<file path="config.mk">
export PLATFORM = sky130hd
export DESIGN_NAME = fmiq_top
export DESIGN_NICKNAME = d
export VERILOG_FILES = /design/src/fmiq_pkg.sv /design/src/fmiq_indicator.sv /design/src/fmiq_top.sv
export SDC_FILE = /design/constraint.sdc
export NUM_CORES = 1
export LEC_CHECK = 0
export BUFFER_PORTS_ARGS = -buffer_cell sky130_fd_sc_hd__buf_2
export CORE_AREA = 4 4 108 120
export DETAILED_ROUTE_END_ITERATION = 7
export DIE_AREA = 0 0 112 124
export PLACE_DENSITY = 0.78
export REMOVE_ABC_BUFFERS = 1
export SETUP_SLACK_MARGIN = 0.15
export SYNTH_ARGS = -nofsm -noshare
export SYNTH_HDL_FRONTEND = slang
export SYNTH_SLANG_ARGS = --single-unit
</file>
<file path="constraint.sdc">
create_clock -name mclk -period 2.8 [get_ports mclk]
set_clock_uncertainty 0.05 [all_clocks]
set_input_delay 0.14 -clock mclk [delete_from_list [all_inputs] [get_ports mclk]]
set_output_delay 0.14 -clock mclk [all_outputs]
set_load 0.02 [all_outputs]
</file>
<file path="src/fmiq_pkg.sv">
// Constants for the MAC indicator, queue status and frame-control options block
package fmiq_pkg;
  // Register byte offsets on the bus
  localparam logic [7:0] OFF_MODE1 = 8'h00;
  localparam logic [7:0] OFF_MODE2 = 8'h04;
  localparam logic [7:0] OFF_MODE3 = 8'h08;
  localparam logic [7:0] OFF_CMD1 = 8'h0c;
  localparam logic [7:0] OFF_CMD2 = 8'h10;
  localparam logic [7:0] OFF_STATUS_ONE_UPPER = 8'h14;
  localparam logic [7:0] OFF_STATUS_ONE_LOWER = 8'h18;
  // Reset values
  localparam logic [15:0] RST_MODE1 = 16'h0000;
  localparam logic [15:0] RST_MODE2 = 16'h8000;
  localparam logic [15:0] RST_MODE3 = 16'h0000;
  // Field positions
  localparam int OPMODE_LO = 12;
  localparam int OPMODE_HI = 14;
  localparam int TAGMODE_BIT = 15;
  localparam int BYTEORDER_BIT = 11;
  localparam int POLICY_LO = 4;
  localparam int POLICY_HI = 5;
  localparam int QUALEN_BIT = 2;
  localparam int AFULLREP_BIT = 3;
  localparam int DUALRCV_BIT = 11;
  localparam int FCPOS_LO = 12;
  localparam int FCPOS_HI = 13;
  // Operating mode value that selects special online handling
  localparam logic [2:0] OPMODE_SPECIAL = 3'h2;
  // Indicator policy values
  localparam logic [1:0] POL_LEGACY = 2'h0;
  localparam logic [1:0] POL_ONLINE = 2'h1;
  localparam logic [1:0] POL_SPECIAL = 2'h2;
  localparam logic [1:0] POL_NONE = 2'h3;
  // Reserved command codes
  localparam logic [7:0] CMD1_RSV = 8'h18;
  localparam logic [7:0] CMD2_RSV_A = 8'h01;
  localparam logic [7:0] CMD2_RSV_B = 8'h02;
  localparam logic [7:0] CMD2_RSV_C = 8'h08;
  // Status one: bits 7..4 always read zero
  localparam logic [15:0] ST1_KEEP = 16'hff0f;
  // Host service request write codes
  localparam logic [2:0] HSR_WR_SYNC = 3'h5;
  localparam logic [2:0] HSR_WR_A0 = 3'h6;
  localparam logic [2:0] HSR_WR_A1 = 3'h7;
  // Queue status codes; 3'h4 is never produced
  localparam logic [2:0] QS_IDLE = 3'h0;
  localparam logic [2:0] QS_UNLD_SYNC = 3'h1;
  localparam logic [2:0] QS_UNLD_A0 = 3'h2;
  localparam logic [2:0] QS_A1 = 3'h3;
  localparam logic [2:0] QS_UNDERRUN = 3'h5;
  localparam logic [2:0] QS_FULL = 3'h6;
  localparam logic [2:0] QS_AFULL = 3'h7;
  // Unload queue selector
  typedef enum logic [1:0] {UNLD_NONE, UNLD_SYNC, UNLD_A0, UNLD_A1} fmiq_unld_t;
endpackage

</file>
<file path="src/fmiq_indicator.sv">
// Address-recognized / copied indicator decision for one received frame
`timescale 1ns/1ps
`default_nettype none
module fmiq_indicator
  import fmiq_pkg::*;
(
  // Configuration
  input wire logic [1:0] policy,
  input wire logic specialMode,
  input wire logic qualifyEnable,
  // Match inputs
  input wire logic internalDestMatch,
  input wire logic externalDestMatch_n,
  input wire logic externalMatchQualifier_n,
  // Decision
  output logic matchFlag,
  output logic copiedFlag,
  output logic setRecognized,
  output logic setCopied
);
  wire extActive = ~externalDestMatch_n;
  wire qualActive = ~externalMatchQualifier_n;
  logic fullSet;

  always_comb begin
    case (policy)
      POL_LEGACY: fullSet = ~specialMode;
      POL_ONLINE: fullSet = ~qualifyEnable | qualActive;
      POL_SPECIAL: fullSet = qualifyEnable & qualActive;
      default: fullSet = 1'b0;
    endcase
  end

  always_comb begin
    matchFlag = 1'b0;
    copiedFlag = 1'b0;
    setRecognized = 1'b0;
    setCopied = 1'b0;
    if (policy == POL_NONE) begin
      matchFlag = 1'b0;
    end else if (internalDestMatch) begin
      matchFlag = 1'b1;
      copiedFlag = 1'b1;
      setRecognized = 1'b1;
      setCopied = 1'b1;
    end else if (extActive) begin
      // External-only match: copied always, recognized only on full set
      matchFlag = fullSet;
      copiedFlag = 1'b1;
      setRecognized = fullSet;
      setCopied = 1'b1;
    end
    // No match leaves everything clear and the delimiter untouched
  end
endmodule
`default_nettype wire

</file>
<file path="src/fmiq_top.sv">
// Indicator policy, queue status, command and frame-control options with APB registers
`timescale 1ns/1ps
`default_nettype none
module fmiq_top
  import fmiq_pkg::*;
#(
  parameter int DATA_W = 32,
  parameter int REG_W = 16
) (
  // Clock, reset, enable
  input wire logic mclk,
  input wire logic srst,
  input wire logic ce,
  // APB slave
  input wire logic psel,
  input wire logic penable,
  input wire logic pwrite,
  input wire logic [7:0] paddr,
  input wire logic [31:0] pwdata,
  input wire logic [3:0] pstrb,
  output logic [31:0] prdata,
  output logic pready,
  output logic pslverr,
  // Device state: initialize or memory-active
  input wire logic configAllowed,
  // Address match inputs
  input wire logic internalDestMatch,
  input wire logic externalDestMatch_n,
  input wire logic externalMatchQualifier_n,
  // Indicator results
  output logic matchFlag,
  output logic copiedFlag,
  output logic setRecognized,
  output logic setCopied,
  // Host queue interface
  input wire logic hostWrite,
  input wire logic [2:0] hostServiceRequest,
  input wire logic queueFull,
  input wire logic aboveThreshold,
  input wire logic txUnderrun,
  input wire logic [1:0] unloadQueue,
  output logic [2:0] queueStatusCode,
  // Transmit first data word
  input wire logic firstWordValid,
  input wire logic [DATA_W-1:0] firstWord,
  output logic fcValid,
  output logic [7:0] fcByte,
  output logic [1:0] fcLane,
  output logic [1:0] daLane,
  output logic daInNextWord,
  // Status inputs from the MAC core
  input wire logic [REG_W-1:0] statusUpperIn,
  input wire logic [REG_W-1:0] statusLowerIn,
  // Command strobes and mode outputs
  output logic cmd1Strobe,
  output logic [7:0] cmd1Code,
  output logic cmd2Strobe,
  output logic [7:0] cmd2Code,
  output logic tagMode,
  output logic tagModeBothQueues
);
  logic [REG_W-1:0] modeOne;
  logic [REG_W-1:0] modeTwo;
  logic [REG_W-1:0] modeThree;
  logic afullSeen;

  // Bus decode
  wire setupPhase = psel & ~penable;
  wire writeTaken = psel & penable & pready & pwrite;
  wire hitMode1 = paddr == OFF_MODE1;
  wire hitMode2 = paddr == OFF_MODE2;
  wire hitMode3 = paddr == OFF_MODE3;
  wire hitCmd1 = paddr == OFF_CMD1;
  wire hitCmd2 = paddr == OFF_CMD2;
  wire hitSt1u = paddr == OFF_STATUS_ONE_UPPER;
  wire hitSt1l = paddr == OFF_STATUS_ONE_LOWER;
  // Third async queue registers are simply absent: they decode as unmapped
  wire mapped = hitMode1 | hitMode2 | hitMode3 | hitCmd1 | hitCmd2 | hitSt1u | hitSt1l;
  wire [15:0] laneMask = {{8{pstrb[1]}}, {8{pstrb[0]}}};
  wire [15:0] wdata16 = pwdata[15:0];
  // Write enables per register; command writes need the low byte lane
  wire wrMode1 = writeTaken & hitMode1;
  wire wrMode2 = writeTaken & hitMode2;
  wire wrCmd1 = writeTaken & hitCmd1 & pstrb[0];
  wire wrCmd2 = writeTaken & hitCmd2 & pstrb[0];

  // Register fields
  wire [1:0] policy = modeThree[POLICY_HI:POLICY_LO];
  wire qualifyEnable = modeThree[QUALEN_BIT];
  wire afullRepeat = modeThree[AFULLREP_BIT];
  wire [1:0] fcPosition = modeThree[FCPOS_HI:FCPOS_LO];
  wire byteOrder = modeTwo[BYTEORDER_BIT];
  wire specialMode = modeOne[OPMODE_HI:OPMODE_LO] == OPMODE_SPECIAL;

  // Read mux
  wire [15:0] st1uRead = statusUpperIn & ST1_KEEP;
  wire [15:0] st1lRead = statusLowerIn & ST1_KEEP;
  wire [15:0] readMux = hitMode1 ? modeOne :
                        hitMode2 ? modeTwo :
                        hitMode3 ? modeThree :
                        hitSt1u ? st1uRead :
                        hitSt1l ? st1lRead : 16'h0000;

  // Register next values
  wire [15:0] next_modeOne = (modeOne & ~laneMask) | (wdata16 & laneMask);
  wire [15:0] next_modeTwo = (modeTwo & ~laneMask) | (wdata16 & laneMask);
  wire [15:0] next_modeThree = (modeThree & ~laneMask) | (wdata16 & laneMask);
  // Outside the permitted device states a mode three write is dropped silently
  wire wrMode3 = writeTaken & hitMode3 & configAllowed;

  // Command decode
  wire [7:0] wcode = pwdata[7:0];
  wire cmd1Reserved = wcode == CMD1_RSV;
  wire cmd2Reserved = (wcode == CMD2_RSV_A) | (wcode == CMD2_RSV_B) |
                      (wcode == CMD2_RSV_C);
  wire cmd1Go = wrCmd1 & ~cmd1Reserved;
  wire cmd2Go = wrCmd2 & ~cmd2Reserved;

  // Indicator decision
  logic indMatch;
  logic indCopied;
  logic indSetA;
  logic indSetC;

  fmiq_indicator u_indicator (
    .policy(policy),
    .specialMode(specialMode),
    .qualifyEnable(qualifyEnable),
    .internalDestMatch(internalDestMatch),
    .externalDestMatch_n(externalDestMatch_n),
    .externalMatchQualifier_n(externalMatchQualifier_n),
    .matchFlag(indMatch),
    .copiedFlag(indCopied),
    .setRecognized(indSetA),
    .setCopied(indSetC)
  );

  // Queue status selection
  wire isWriteReq = (hostServiceRequest == HSR_WR_SYNC) |
                    (hostServiceRequest == HSR_WR_A0) |
                    (hostServiceRequest == HSR_WR_A1);
  wire hostWriteCycle = hostWrite & isWriteReq;
  // Without repeat the almost-full code shows once until the level drops below threshold or the queue goes full
  wire showAfull = aboveThreshold & ~queueFull & (afullRepeat | ~afullSeen);
  wire [2:0] writeCode = (hostServiceRequest == HSR_WR_A1) ? QS_A1 : QS_IDLE;
  logic [2:0] unloadCode;
  always_comb begin
    case (unloadQueue)
      UNLD_SYNC: unloadCode = QS_UNLD_SYNC;
      UNLD_A0: unloadCode = QS_UNLD_A0;
      UNLD_A1: unloadCode = QS_A1;
      default: unloadCode = QS_IDLE;
    endcase
  end
  // Every branch yields a listed code, so 3'h4 cannot appear
  wire [2:0] next_queueStatusCode = txUnderrun ? QS_UNDERRUN :
                                    ~hostWriteCycle ? unloadCode :
                                    queueFull ? QS_FULL :
                                    showAfull ? QS_AFULL : writeCode;
  wire next_afullSeen = aboveThreshold & ~queueFull &
                        (afullSeen | (hostWriteCycle & ~txUnderrun));

  // Frame-control lane: lane 0 is the most significant byte
  wire [1:0] next_fcLane = byteOrder ? ~fcPosition : fcPosition;
  wire [2:0] daSum = {1'b0, next_fcLane} + 3'h1;
  logic [7:0] laneBytes [4];
  genvar gi;
  generate
    for (gi = 0; gi < 4; gi++) begin : g_lane
      assign laneBytes[gi] = firstWord[DATA_W-1-8*gi -: 8];
    end
  endgenerate

  // Bus response: prdata and pslverr latched at the setup edge and held until the next setup; pready high for the one access cycle
  wire next_pready = setupPhase;
  wire [31:0] readWord = {16'h0000, readMux};
  wire [31:0] next_prdata = pwrite ? 32'h0000_0000 : readWord;
  // Unmapped includes the removed third-queue registers
  wire next_pslverr = ~mapped;

  // A reserved code is swallowed whole: no strobe, and the last code stays
  wire next_cmd1Strobe = cmd1Go;
  wire next_cmd2Strobe = cmd2Go;

  // First-word results for the selected lane
  wire [7:0] next_fcByte = laneBytes[next_fcLane];
  wire [1:0] next_daLane = daSum[1:0];
  // Lane 3 holds frame control last, so the address starts in the next word
  wire next_daInNextWord = daSum[2];

  // Buffer mode outputs trail the mode registers by one edge
  wire next_tagMode = modeTwo[TAGMODE_BIT];
  wire next_tagModeBothQueues = modeThree[DUALRCV_BIT];

  // All state below holds while ce is low
  // Bus slave: one setup, one access cycle, no wait states
  always_ff @(posedge mclk) begin
    if (srst) begin
      pready <= 1'b0;
      prdata <= 32'h0000_0000;
      pslverr <= 1'b0;
    end else if (ce) begin
      pready <= next_pready;
      if (setupPhase) begin
        prdata <= next_prdata;
        pslverr <= next_pslverr;
      end
    end
  end

  // Mode registers
  always_ff @(posedge mclk) begin
    if (srst) begin
      modeOne <= RST_MODE1;
      modeTwo <= RST_MODE2;
      modeThree <= RST_MODE3;
    end else if (ce) begin
      if (wrMode1) begin
        modeOne <= next_modeOne;
      end
      if (wrMode2) begin
        modeTwo <= next_modeTwo;
      end
      if (wrMode3) begin
        modeThree <= next_modeThree;
      end
    end
  end

  // Commands: reserved codes produce no strobe
  always_ff @(posedge mclk) begin
    if (srst) begin
      cmd1Strobe <= 1'b0;
      cmd2Strobe <= 1'b0;
      cmd1Code <= 8'h00;
      cmd2Code <= 8'h00;
    end else if (ce) begin
      cmd1Strobe <= next_cmd1Strobe;
      cmd2Strobe <= next_cmd2Strobe;
      if (cmd1Go) begin
        cmd1Code <= wcode;
      end
      if (cmd2Go) begin
        cmd2Code <= wcode;
      end
    end
  end

  // Indicator outputs
  always_ff @(posedge mclk) begin
    if (srst) begin
      matchFlag <= 1'b0;
      copiedFlag <= 1'b0;
      setRecognized <= 1'b0;
      setCopied <= 1'b0;
    end else if (ce) begin
      matchFlag <= indMatch;
      copiedFlag <= indCopied;
      setRecognized <= indSetA;
      setCopied <= indSetC;
    end
  end

  // Queue status
  always_ff @(posedge mclk) begin
    if (srst) begin
      queueStatusCode <= QS_IDLE;
      afullSeen <= 1'b0;
    end else if (ce) begin
      queueStatusCode <= next_queueStatusCode;
      afullSeen <= next_afullSeen;
    end
  end

  // Frame-control capture from the first transmit long word
  always_ff @(posedge mclk) begin
    if (srst) begin
      fcValid <= 1'b0;
      fcByte <= 8'h00;
      fcLane <= 2'h0;
      daLane <= 2'h1;
      daInNextWord <= 1'b0;
    end else if (ce) begin
      fcValid <= firstWordValid;
      if (firstWordValid) begin
        fcByte <= next_fcByte;
        fcLane <= next_fcLane;
        daLane <= next_daLane;
        daInNextWord <= next_daInNextWord;
      end
    end
  end

  // Mode outputs
  always_ff @(posedge mclk) begin
    if (srst) begin
      tagMode <= 1'b1;
      tagModeBothQueues <= 1'b0;
    end else if (ce) begin
      tagMode <= next_tagMode;
      tagModeBothQueues <= next_tagModeBothQueues;
    end
  end
endmodule
`default_nettype wire

</file>
==> out/results.txt <==
share of layout cells above drive strength 1 -> 31.0%
CP max stage delay -> 900 ps
total grt overflow -> 0
fraction of registers with async set/reset -> 0%
Critical Path AT -> 2460 ps
maxcap violations -> 0
Vias/cell -> 5.61
final core occ -> 53.7%
synth warn -> 0
routability cong. -> 0.857
clock tree sinks -> 106
FF/Latch Area -> 2120 um2
# rows -> 42
CTS tree -> built
x dimension of the die -> 112 um
Setup WS post-layout -> 487 ps
EDFF count, synth -> 0
final setup vio count -> 0
R2R Setup Slk -> 490 ps
Post-Synth Adder-Cell Area -> 0%
Min-Delay Path Class -> primary input to flop
worst-path fanout max -> 10
dpl ws -> 446 ps
layout filler cell count -> 1083
postcts setup bufs -> 0
vias post-DR -> 4834
die height -> 124 um
Final HPWL DP -> 11.4 mm
fin crit share -> 82.6%
First-pass DRT Iterations -> 5
min cycle time layout -> 2310 ps
synth unique cells -> 56
sequential cell area fraction in the yosys report -> 40.9%
crit path max-delay cell type -> xnor2_1
ant diodes -> 0
Req. time, crit path -> 2950 ps
most common cell after layout, fill and taps aside -> buf_2
PortBufs -> 160
f_max -> 432 MHz
Synth Area per Inst -> 9.29 um2
Worst Reg-to-Reg Cells -> 4
DIE AREA -> 13900 um2
leak pwr -> 2.78 nW
most frequent cells in the layout -> 160 x buf_2, 106 x dfxtp_1, 93 x nand2_1
CTS Buf Count -> 9
Synth Area in Simple Gates -> 18.0%
status -> finished clean
Worst Setup EP -> fcByte[7]$_SDFFE_PP0P_
Final Slew Violations -> 0
post-DR wirelength/cell -> 18.3 um
1st-iter DRT viols -> 320
ys flop type -> dfxtp_1
Core Area -> 11800 um2
Yosys reg bits -> 106
main combinational cell family by area after synthesis -> simple AND/OR/NAND/NOR gates
GRT Total Usage -> 21.5%
first-pass GRT wire length -> 23.9 mm
mux share of post-synthesis cell area -> 17.9%
crit-path cells -> xnor2_1, mux4_1, nand2_1, a21oi_1
number of buffers inserted by hold repair at cts -> 1
RSZ-0062 raised after global routing -> false
Clock Pin Slew Worst Setup and Hold Paths -> 70 ps
Final Hold Fails -> 0
Worst R2R End -> fcByte[7]$_SDFFE_PP0P_
Setup CP Type -> flop to flop
DP Area -> 6050 um2
post-synthesis xor/xnor area fraction -> 0.844%
ANT nets after route -> 0
number of remaining DRC errors -> 0
cts repair resizes -> 0
Slew @ Worst Pin -> 1110 ps
synthesized instance count -> 559
maximum VDD drop -> 0.333 mV
Initial Utilization -> 43.9%
area delta synth->final -> 22.3%
Compound-Gate Fraction of Synth Area -> 16.2%
CP Launch Type -> flop
fin nets -> 830
Mapped Area -> 5190 um2
Power Density -> 491 nW/um2
largest net degree at the start of global routing -> 50
CTS H-Tree Depth -> 3
I/O pins -> 203
clock latency on the worst-skew pair -> 340 ps
antenna violations before repair -> 1
root buffer cell -> clkbuf_16
multi-input logic area -> 2810 um2
CTS max path bufs -> 2
CP Capture Type -> flop
final hold slack -> 15.6 ps
DRT Wirelength -> 15.7 mm
vias in the first global route -> 4758
Worst slew margin -> 25.5%
final setup TNS -> 0 ps
post-route cell area -> 6350 um2
[worst max-delay path: cells and delay by family, from the launching register on]
kind	cells	cell delay (ps)
xor+xnor	1	900
flops	1	360
mux	1	660
compound gates	1	100
simple gates	1	100
[where the power goes]
part           internal [W]  switching [W]  total, W
clock              0.000639       0.000589   0.00123
combinational      0.000132       0.000224  0.000356
sequential          0.00152     0.00000814   0.00153
[synthesized netlist by cell type (4+ instances only)]
| cell type | instances | area (um2) |
|---|---|---|
| clkbuf_1 | 30 | 113 |
| nand4_1 | 6 | 37.5 |
| o22ai_1 | 13 | 81.3 |
| nand2b_1 | 13 | 81.3 |
| inv_1 | 6 | 22.5 |
| buf_4 | 18 | 135 |
| a32o_1 | 16 | 160 |
| nor3_1 | 10 | 50.1 |
| nand2_1 | 93 | 349 |
| a21boi_0 | 12 | 90.1 |
| or4_1 | 4 | 30.0 |
| a22oi_1 | 17 | 128 |
| mux4_1 | 6 | 158 |
| a31o_2 | 8 | 70.1 |
| o32ai_1 | 12 | 105 |
| a21oi_1 | 19 | 95.1 |
| mux2_2 | 12 | 135 |
| nor2_1 | 37 | 139 |
| dfxtp_1 | 106 | 2120 |
| buf_1 | 6 | 22.5 |
| mux2i_1 | 59 | 591 |
[routing by layer]
layer	GRT usage, %	vias to the layer above	wire length, um
met1	24.7	2333	6200
met3	4.91	18	1210
li1	-	2293	-
met5	0	-	7
met4	5.86	2	226
met2	40.1	188	8090
[per-stage QoR]
stage / instances / total power (W)
4_1_cts: 861 / 0.00313
3_5_place_dp: 844 / 0.00192
5_1_grt: 861 / 0.00322
2_1_floorplan: 516 / 0.00173
3_3_place_gp: 844 / 0.00190
6_report: 861 / 0.00311
[cell families after synthesis]
logic type             Yosys count
AND/OR/NAND/NOR                193
AO/OA/AOI/OAI                  111
flip-flops                     106
multiplexers                    79
buffers and inverters           64
XOR/XNOR                         5
other                            1
[worst min-delay path by stage]
stage          cells past startpoint            from                      end  slack (ps)
3_5_place_dp                       3      pwdata[11]                     flop         350
6_report                           3       pwdata[8]                     flop          20
4_1_cts                            3       pwdata[8]                     flop           7
2_1_floorplan                      1            srst  cmd1Strobe$_SDFFE_PP0P_         160
3_3_place_gp                       3      pwdata[11]                     flop         350
5_1_grt                            3  aboveThreshold   afullSeen$_SDFFE_PP0P_          30
[cell type report]
class                      count  area share [%]
tap                          154            3.04
sequential                   106            33.4
multi-input combinational    404            44.2
clock buffer                  10            3.77
timing repair buffer         175            14.4
inverter                       6           0.355
clock inverter                 6           0.769
Note: power is estimated with default switching activity, not from simulation.
